<file path="src/pkg/ccr_pkg.sv">
// Constants and types for the charger configuration register bank.
package ccr_pkg;

    localparam logic [6:0]  CCR_DEV_ADDR      = 7'h6B;
    localparam logic [7:0]  CCR_OFS_POC       = 8'h01;
    localparam logic [7:0]  CCR_OFS_CCC       = 8'h02;
    localparam logic [7:0]  CCR_OFS_PTC       = 8'h03;

    localparam logic [7:0]  CCR_POC_RST       = 8'h1B;
    localparam logic [7:0]  CCR_CCC_RST       = 8'h20;
    localparam logic [7:0]  CCR_PTC_RST       = 8'h11;

    localparam int          CCR_POC_RESET_BIT = 7;
    localparam int          CCR_POC_WDOG_BIT  = 6;
    localparam int          CCR_POC_MODE_LSB  = 4;
    localparam int          CCR_POC_FLOOR_LSB = 1;
    localparam int          CCR_POC_CAP_BIT   = 0;
    localparam int          CCR_CCC_FAST_CHARGE_CURRENT_CODE_LSB  = 2;
    localparam int          CCR_CCC_FORCE_BIT = 0;
    localparam int          CCR_PTC_PRE_LSB   = 4;
    localparam int          CCR_PTC_TERM_LSB  = 0;

    localparam logic [1:0]  CCR_MODE_CHARGE   = 2'h1;

    localparam logic [11:0] CCR_FLOOR_BASE_MV = 12'hBB8;
    localparam logic [11:0] CCR_FLOOR_STEP_MV = 12'h064;
    localparam logic [12:0] CCR_FAST_CHARGE_CURRENT_CODE_BASE_MA  = 13'h0200;
    localparam logic [12:0] CCR_FAST_CHARGE_CURRENT_CODE_STEP_MA  = 13'h0040;
    localparam logic [11:0] CCR_PRE_BASE_MA   = 12'h080;
    localparam logic [11:0] CCR_PRE_STEP_MA   = 12'h080;
    localparam logic [19:0] CCR_FAST_PCT      = 20'h00014;
    localparam logic [19:0] CCR_PRE_PCT       = 20'h00032;
    localparam logic [19:0] CCR_FULL_PCT      = 20'h00064;

    typedef struct packed {
        logic [7:0] poc;
        logic [7:0] ccc;
        logic [7:0] ptc;
    } ccr_regs_s;

    typedef struct packed {
        logic        charge_en;
        logic        otg_en;
        logic [2:0]  floor_code;
        logic [11:0] floor_mv;
        logic        otg_cap_high;
        logic [12:0] fast_ma;
        logic [11:0] pre_ma;
        logic [3:0]  term_code;
    } ccr_apply_s;

    typedef enum logic [8:0] {
        CCR_S_IDLE = 9'h001,
        CCR_S_ADDR = 9'h002,
        CCR_S_AACK = 9'h004,
        CCR_S_REG  = 9'h008,
        CCR_S_RACK = 9'h010,
        CCR_S_WR   = 9'h020,
        CCR_S_WACK = 9'h040,
        CCR_S_RD   = 9'h080,
        CCR_S_MACK = 9'h100
    } ccr_state_e;

endpackage : ccr_pkg

</file>
<file path="src/ccr_charger_config_register_bank.sv">
// I2C target holding the charger configuration, charge-current and precharge/termination registers.
`timescale 1ns/100ps
module ccr_charger_config_register_bank #(
    parameter logic [6:0] DEV_ADDR = ccr_pkg::CCR_DEV_ADDR
) (
    input  wire logic               clk,             // 10 MHz clock
    input  wire logic               rst_n,           // Asynchronous reset, active low
    input  wire logic               scl_i,           // I2C clock pin level
    input  wire logic               sda_i,           // I2C data pin level
    output logic                    sda_o,           // I2C data drive value
    output logic                    sda_oe,          // High while pulling data low
    input  wire logic               wdog_expired,    // Watchdog expiry pulse, same clock
    output logic                    wdog_restart,    // One-cycle watchdog restart pulse
    output logic                    host_mode,       // High in host mode
    output ccr_pkg::ccr_regs_s      regs_view,       // Stored register bytes
    output ccr_pkg::ccr_apply_s     apply            // Decoded settings as applied
);

    // Addresses in the general-call and reserved ranges cannot be served.
    if (DEV_ADDR[6:3] == 4'h0 || DEV_ADDR[6:3] == 4'hF) begin : g_bad_addr
        $error("DEV_ADDR lies in a reserved I2C address range.");
    end

    localparam ccr_pkg::ccr_regs_s REGS_RST = '{poc: ccr_pkg::CCR_POC_RST,
                                                ccc: ccr_pkg::CCR_CCC_RST,
                                                ptc: ccr_pkg::CCR_PTC_RST};

    logic [2:0] scl_sync_reg;
    logic [2:0] sda_sync_reg;

    always_ff @(posedge clk or negedge rst_n) begin
        if (!rst_n) begin
            scl_sync_reg <= 3'h7;
            sda_sync_reg <= 3'h7;
        end else begin
            scl_sync_reg <= {scl_sync_reg[1:0], scl_i};
            sda_sync_reg <= {sda_sync_reg[1:0], sda_i};
        end
    end

    logic scl_rise;
    logic scl_fall;
    logic bus_start;
    logic bus_stop;
    logic sda_now;

    assign sda_now   = sda_sync_reg[1];
    assign scl_rise  = scl_sync_reg[1] & ~scl_sync_reg[2];
    assign scl_fall  = ~scl_sync_reg[1] & scl_sync_reg[2];
    assign bus_start = scl_sync_reg[1] & scl_sync_reg[2] & sda_sync_reg[2] & ~sda_now;
    assign bus_stop  = scl_sync_reg[1] & scl_sync_reg[2] & ~sda_sync_reg[2] & sda_now;

    ccr_pkg::ccr_state_e state_reg, state_next;
    logic [7:0]          sr_reg, sr_next;
    logic [3:0]          cnt_reg, cnt_next;
    logic [7:0]          ptr_reg, ptr_next;
    logic                rnw_reg, rnw_next;
    logic                nack_reg, nack_next;
    logic                oe_reg, oe_next;
    logic                wdog_reg, wdog_next;
    logic                host_reg, host_next;
    ccr_pkg::ccr_regs_s  regs_reg, regs_next;
    ccr_pkg::ccr_apply_s apply_reg, apply_next;

    logic        byte_done;
    logic        wr_commit;
    logic [7:0]  wr_data;
    logic [12:0] fast_raw;
    logic [11:0] pre_raw;

    function automatic logic ptr_valid(input logic [7:0] p);
        ptr_valid = (p == ccr_pkg::CCR_OFS_POC) || (p == ccr_pkg::CCR_OFS_CCC) || (p == ccr_pkg::CCR_OFS_PTC);
    endfunction : ptr_valid

    function automatic logic [7:0] read_byte(input ccr_pkg::ccr_regs_s r, input logic [7:0] p);
        case (p)
            ccr_pkg::CCR_OFS_POC: read_byte = r.poc;
            ccr_pkg::CCR_OFS_CCC: read_byte = r.ccc;
            ccr_pkg::CCR_OFS_PTC: read_byte = r.ptc;
            default:              read_byte = 8'h00;
        endcase
    endfunction : read_byte

    assign byte_done = scl_fall && (cnt_reg == 4'h8);
    assign wr_commit = (state_reg == ccr_pkg::CCR_S_WR) && byte_done && ptr_valid(ptr_reg) && !bus_start && !bus_stop;
    assign wr_data   = sr_reg;

    always_comb begin
        state_next = state_reg;
        sr_next    = sr_reg;
        cnt_next   = cnt_reg;
        ptr_next   = ptr_reg;
        rnw_next   = rnw_reg;
        nack_next  = nack_reg;
        oe_next    = oe_reg;
        wdog_next  = 1'b0;
        host_next  = host_reg;
        regs_next  = regs_reg;
        if (wdog_expired) begin
            host_next = 1'b0;
        end
        if (bus_start) begin
            state_next = ccr_pkg::CCR_S_ADDR;
            cnt_next   = 4'h0;
            oe_next    = 1'b0;
        end else if (bus_stop) begin
            state_next = ccr_pkg::CCR_S_IDLE;
            oe_next    = 1'b0;
        end else begin
            case (state_reg)
                ccr_pkg::CCR_S_IDLE: begin
                    oe_next = 1'b0;
                end
                ccr_pkg::CCR_S_ADDR, ccr_pkg::CCR_S_REG, ccr_pkg::CCR_S_WR: begin
                    if (scl_rise && cnt_reg != 4'h8) begin
                        sr_next  = {sr_reg[6:0], sda_now};
                        cnt_next = cnt_reg + 4'h1;
                    end else if (byte_done) begin
                        cnt_next = 4'h0;
                        if (state_reg == ccr_pkg::CCR_S_ADDR) begin
                            rnw_next = sr_reg[0];
                            if (sr_reg[7:1] == DEV_ADDR) begin
                                state_next = ccr_pkg::CCR_S_AACK;
                                oe_next    = 1'b1;
                            end else begin
                                state_next = ccr_pkg::CCR_S_IDLE;
                            end
                        end else if (state_reg == ccr_pkg::CCR_S_REG) begin
                            if (ptr_valid(sr_reg)) begin
                                ptr_next   = sr_reg;
                                state_next = ccr_pkg::CCR_S_RACK;
                                oe_next    = 1'b1;
                            end else begin
                                state_next = ccr_pkg::CCR_S_IDLE;
                            end
                        end else if (wr_commit) begin
                            host_next  = 1'b1;
                            ptr_next   = ptr_reg + 8'h01;
                            state_next = ccr_pkg::CCR_S_WACK;
                            oe_next    = 1'b1;
                            case (ptr_reg)
                                ccr_pkg::CCR_OFS_POC: begin
                                    if (wr_data[ccr_pkg::CCR_POC_RESET_BIT]) begin
                                        regs_next = REGS_RST;
                                    end else begin
                                        regs_next.poc = wr_data & 8'h3F;
                                    end
                                    wdog_next = wr_data[ccr_pkg::CCR_POC_WDOG_BIT];
                                end
                                ccr_pkg::CCR_OFS_CCC: regs_next.ccc = wr_data;
                                default:              regs_next.ptc = wr_data;
                            endcase
                        end else begin
                            state_next = ccr_pkg::CCR_S_IDLE;
                        end
                    end
                end
                ccr_pkg::CCR_S_AACK, ccr_pkg::CCR_S_RACK, ccr_pkg::CCR_S_WACK: begin
                    if (scl_fall) begin
                        cnt_next = 4'h0;
                        if (state_reg == ccr_pkg::CCR_S_AACK && rnw_reg) begin
                            state_next = ccr_pkg::CCR_S_RD;
                            sr_next    = read_byte(regs_reg, ptr_reg);
                            oe_next    = ~sr_next[7];
                        end else begin
                            state_next = (state_reg == ccr_pkg::CCR_S_AACK) ? ccr_pkg::CCR_S_REG
                                                                            : ccr_pkg::CCR_S_WR;
                            oe_next    = 1'b0;
                        end
                    end
                end
                ccr_pkg::CCR_S_RD: begin
                    if (scl_fall) begin
                        if (cnt_reg == 4'h7) begin
                            state_next = ccr_pkg::CCR_S_MACK;
                            oe_next    = 1'b0;
                        end else begin
                            sr_next  = {sr_reg[6:0], 1'b0};
                            cnt_next = cnt_reg + 4'h1;
                            oe_next  = ~sr_reg[6];
                        end
                    end
                end
                ccr_pkg::CCR_S_MACK: begin
                    if (scl_rise) begin
                        nack_next = sda_now;
                    end else if (scl_fall) begin
                        if (nack_reg) begin
                            state_next = ccr_pkg::CCR_S_IDLE;
                        end else begin
                            ptr_next   = ptr_reg + 8'h01;
                            sr_next    = read_byte(regs_reg, ptr_next);
                            cnt_next   = 4'h0;
                            oe_next    = ~sr_next[7];
                            state_next = ccr_pkg::CCR_S_RD;
                        end
                    end
                end
                default: begin
                    state_next = ccr_pkg::CCR_S_IDLE;
                    oe_next    = 1'b0;
                end
            endcase
        end
        if (wr_commit) begin
            host_next = 1'b1;
        end
    end

    assign fast_raw = ccr_pkg::CCR_FAST_CHARGE_CURRENT_CODE_BASE_MA
                    + 13'(ccr_pkg::CCR_FAST_CHARGE_CURRENT_CODE_STEP_MA * 13'(regs_reg.ccc[7:ccr_pkg::CCR_CCC_FAST_CHARGE_CURRENT_CODE_LSB]));
    assign pre_raw  = ccr_pkg::CCR_PRE_BASE_MA
                    + 12'(ccr_pkg::CCR_PRE_STEP_MA * 12'(regs_reg.ptc[7:ccr_pkg::CCR_PTC_PRE_LSB]));

    always_comb begin
        apply_next.charge_en    = regs_reg.poc[5:ccr_pkg::CCR_POC_MODE_LSB] == ccr_pkg::CCR_MODE_CHARGE;
        apply_next.otg_en       = regs_reg.poc[5];
        apply_next.floor_code   = regs_reg.poc[3:ccr_pkg::CCR_POC_FLOOR_LSB];
        apply_next.floor_mv     = ccr_pkg::CCR_FLOOR_BASE_MV
                                + 12'(ccr_pkg::CCR_FLOOR_STEP_MV * 12'(regs_reg.poc[3:1]));
        apply_next.otg_cap_high = regs_reg.poc[ccr_pkg::CCR_POC_CAP_BIT];
        apply_next.term_code    = regs_reg.ptc[3:ccr_pkg::CCR_PTC_TERM_LSB];
        if (regs_reg.ccc[ccr_pkg::CCR_CCC_FORCE_BIT]) begin
            apply_next.fast_ma = 13'((20'(fast_raw) * ccr_pkg::CCR_FAST_PCT) / ccr_pkg::CCR_FULL_PCT);
            apply_next.pre_ma  = 12'((20'(pre_raw) * ccr_pkg::CCR_PRE_PCT) / ccr_pkg::CCR_FULL_PCT);
        end else begin
            apply_next.fast_ma = fast_raw;
            apply_next.pre_ma  = pre_raw;
        end
    end

    always_ff @(posedge clk or negedge rst_n) begin
        if (!rst_n) begin
            state_reg <= ccr_pkg::CCR_S_IDLE;
            sr_reg    <= 8'h00;
            cnt_reg   <= 4'h0;
            ptr_reg   <= 8'h00;
            rnw_reg   <= 1'b0;
            nack_reg  <= 1'b0;
            oe_reg    <= 1'b0;
            wdog_reg  <= 1'b0;
            host_reg  <= 1'b0;
            regs_reg  <= REGS_RST;
            apply_reg <= '0;
        end else begin
            state_reg <= state_next;
            sr_reg    <= sr_next;
            cnt_reg   <= cnt_next;
            ptr_reg   <= ptr_next;
            rnw_reg   <= rnw_next;
            nack_reg  <= nack_next;
            oe_reg    <= oe_next;
            wdog_reg  <= wdog_next;
            host_reg  <= host_next;
            regs_reg  <= regs_next;
            apply_reg <= apply_next;
        end
    end

    assign sda_o        = 1'b0;
    assign sda_oe       = oe_reg;
    assign wdog_restart = wdog_reg;
    assign host_mode    = host_reg;
    assign regs_view    = regs_reg;
    assign apply        = apply_reg;
endmodule : ccr_charger_config_register_bank

</file>
<file path="config.mk">
export PLATFORM = sky130hd
export DESIGN_NAME = ccr_charger_config_register_bank
export DESIGN_NICKNAME = d
export VERILOG_FILES = /design/src/pkg/ccr_pkg.sv /design/src/ccr_charger_config_register_bank.sv
export SDC_FILE = /design/constraint.sdc
export NUM_CORES = 1
export LEC_CHECK = 0
export BUFFER_PORTS_ARGS = -buffer_cell sky130_fd_sc_hd__buf_2
export CORE_UTILIZATION = 30
export DETAILED_ROUTE_END_ITERATION = 12
export PLACE_DENSITY = 0.44
export SLEW_MARGIN = 20
export SYNTH_ARGS = -nofsm -noshare
export SYNTH_HDL_FRONTEND = slang
export SYNTH_SLANG_ARGS = --single-unit
</file>
<file path="constraint.sdc">
create_clock -name clk -period 12.18 [get_ports clk]
set_clock_uncertainty 0.1 [all_clocks]
set_input_delay 0 -clock clk [delete_from_list [all_inputs] [get_ports clk]]
set_output_delay 0 -clock clk [all_outputs]
set_load 0.005 [all_outputs]
</file>
==> flow_summary.ini <==
[detailed_routing]
via_per_inst = 5.789
first_iter_violations = 1062
drc = 0
wl_per_cell_um = 18.71
routed_wl_mm = 37.15
drtPass1Iterations = 8
final_antenna_net_count = 0
vias = 11500

[min_path]
hp-class = primary input to async pin

[yosys]
synth_edf_count = 0
yosysSeqAreaShare = 0.2363
synth.area.mux_share = 0.03820
ys_ff_latch = 106
synth_top_family_by_area = compound AO/OA/AOI/OAI gates
synth-compound-area-share = 0.3301
ys.warnings.count = 0
postSynthAreaPerCell_um2 = 7.874
ys.flop_type = dfrtp_1
synth_cell_type_count = 115
synth_area_um2 = 11300
synth-xor-area-share = 0.03189
syn_inst = 1435
synthSimpleGateAreaFrac = 0.2467
synthAdderAreaFrac = 0.06444
synthArstFlopShare = 1.000

[global_route]
use_met3 = 0.01943
grt_use_met2 = 0.3179
grt_pass1_vias = 10980
met1_usage = 0.2693
grt_first_pass_wirelength_mm = 60.09
top_usage_layer = met2
grt_max_degree = 55
gr-total-overflow = 0
antenna_found_initial = 0
grt_usage = 0.1944

[setup_path]
crit_required_ns = 12.31
path_class = register to register
worstPathArrival_ns = 11.58
start_kind = register
slowest_delay_ns = 0.56
slowest_stage = dfstp_2
cp_max_fo = 9
worst_path_most_repeated_cell = ha_1
end_kind = register

[clock_network]
root_buffer = clkbuf_16
clk-insertion-delay-late_ns = 0.39
cts_buffer_depth = 2
cts_buffers = 9
clk_transition_reported_paths_ns = 0.08
cts.sinks = 106
htreeDepth = 3
cts_tree = done
post-cts-setup-buffers = 0

[sta]
rsz0062_at_grt = false
report.final.setup_viol = 0
tns_ns = 0
timing.slew.headroom = 0.2873
final.period_utilization = 0.9408
layout_min_cycle_time_ns = 11.46
slew_violations = 0
max_freq_ghz = 0.08727
tightest_slew_ns = 1.059
hold_viol = 0

[place]
dp_hpwl_mm = 27.91
dpl-instance-area_um2 = 12140
place_congestion = 0.8850
portBuffers = 74

[finish]
fin_nets = 1539
largest_reg_flops = 44
fin_util = 0.3412
design_area_um2 = 12580
area_growth_syn_to_layout_pct = 11.33
nFillCells = 3886
final_cell_mix = 140 x nand2_1, 131 x nor2_1, 100 x o21ai_0, 90 x dfrtp_1, 75 x a21oi_1
final_common_cell = nand2_1
drive_above_1_share = 0.1491
n_antenna_cell = 0

[pwr]
ir_worst_vdd_mv = 0.07033
pwr_density_cell_nw_per_um2 = 70.14
leakage_nw = 5.375

[flow_run]
drv_cap = 0

[floorplan]
rows = 70
die-width_um = 196.1
io_pins = 80
start_util = 0.3064
die_area_um2 = 38450
core_um2 = 36870
die_height_um = 196.1

[outcome]
status = finished clean
[per-stage QoR]
| stage | setup WS (ns) | power [W] | hold WS [ns] | cells |
|---|---|---|---|---|
| finish | 0.7210 | 0.0008823 | 0.1013 | 1986 |
| global route | 0.0009308 | 0.0009294 | 0.1407 | 1986 |
| CTS | 0.2518 | 0.0008918 | 0.1266 | 1985 |
| detailed placement | 0.2860 | 0.0005584 | 0.006570 | 1965 |
| global placement | 0.5290 | 0.0005602 | 0.006510 | 1965 |
| floorplan | 0.6427 | 0.0005064 | -0.3956 | 1439 |
[worst paths after layout]
path,start,endpoint,slack (ns),cells after the start
worst max-delay path,regs_view[4]$_DFFE_PN1P_,apply[4]$_DFF_PN0_,0.72,40
worst max register to register,regs_view[4]$_DFFE_PN1P_,apply[4]$_DFF_PN0_,0.72,40
worst min-delay path,rst_n,cnt_reg[0]$_DFFE_PN0P_,0.10,2
worst min register to register,sda_sync_reg[0]$_DFF_PN1_,sda_sync_reg[1]$_DFF_PN1_,0.26,0
max in group asynchronous,rst_n,regs_view[5]$_DFFE_PN0P_,10.60,3
min in group clk,sda_i,sda_sync_reg[0]$_DFF_PN1_,0.15,2
[worst max-delay path: cells and delay by family, from the launching register on]
| family | cells | cell delay, ns |
|---|---|---|
| mux | 3 | 1.02 |
| simple gates | 12 | 3.29 |
| flops | 1 | 0.56 |
| compound gates | 16 | 3.93 |
| fa+ha+maj | 7 | 2.24 |
| buf+inv | 2 | 0.13 |
[metal layers]
layer / routed length, um / share of wire / vias up
met5: 0 / 0 / -
met4: 689 / 0.019 / 0
met3: 1721 / 0.046 / 52
met2: 17300 / 0.47 / 355
met1: 17450 / 0.47 / 5552
li1: - / - / 5538
[synth_stat cells (20+ instances only)]
cell / number / area (um2)
a31oi_1: 28 / 175.2
ha_1: 55 / 688.2
dfrtp_1: 92 / 2302
o21ai_0: 100 / 500.5
nor3_1: 60 / 300.3
o211ai_1: 25 / 187.7
o31ai_1: 20 / 150.1
nor2_1: 131 / 491.7
mux2i_1: 23 / 230.2
xnor2_1: 23 / 201.4
and2_1: 26 / 162.7
nand3_1: 40 / 200.2
a21oi_1: 75 / 375.4
inv_1: 51 / 191.4
clkbuf_1: 44 / 165.2
nand2_1: 140 / 525.5
a211oi_1: 26 / 195.2
[repair_timing]
action | in CTS | in global routing
endpoints found under the hold margin | 53 | 0
resized for setup | 0 | 14
endpoints found under the setup margin | 0 | 4
hold buffers | 4 | 0
[kinds of logic after synthesis]
| logic type | Yosys count |
|---|---|
| other | 2 |
| muxes | 40 |
| AOI/OAI and AO/OA | 507 |
| buffers and inverters | 134 |
| and+or+nand+nor | 550 |
| DFF | 106 |
| adders and majority gates | 57 |
| xor gates and xnor gates | 39 |
[power breakdown]
group / total (W) / switching (W) / internal (W)
clock network: 0.000328 / 0.000178 / 0.000150
registers: 0.000399 / 0.0000295 / 0.000369
logic: 0.000156 / 0.000107 / 0.0000492
[cell type report]
class                      instances  area, um2  share of cell area
clock inverter                     7      86.33            0.006863
timing repair buffer             103      600.6             0.04774
clock buffer                       9      225.2             0.01790
multi-input combinational       1200       8150              0.6479
inverter                          57      214.0             0.01701
sequential                       106       2673              0.2125
tap                              504      630.6             0.05013
No activity file was read; power rests on OpenSTA's default activity.
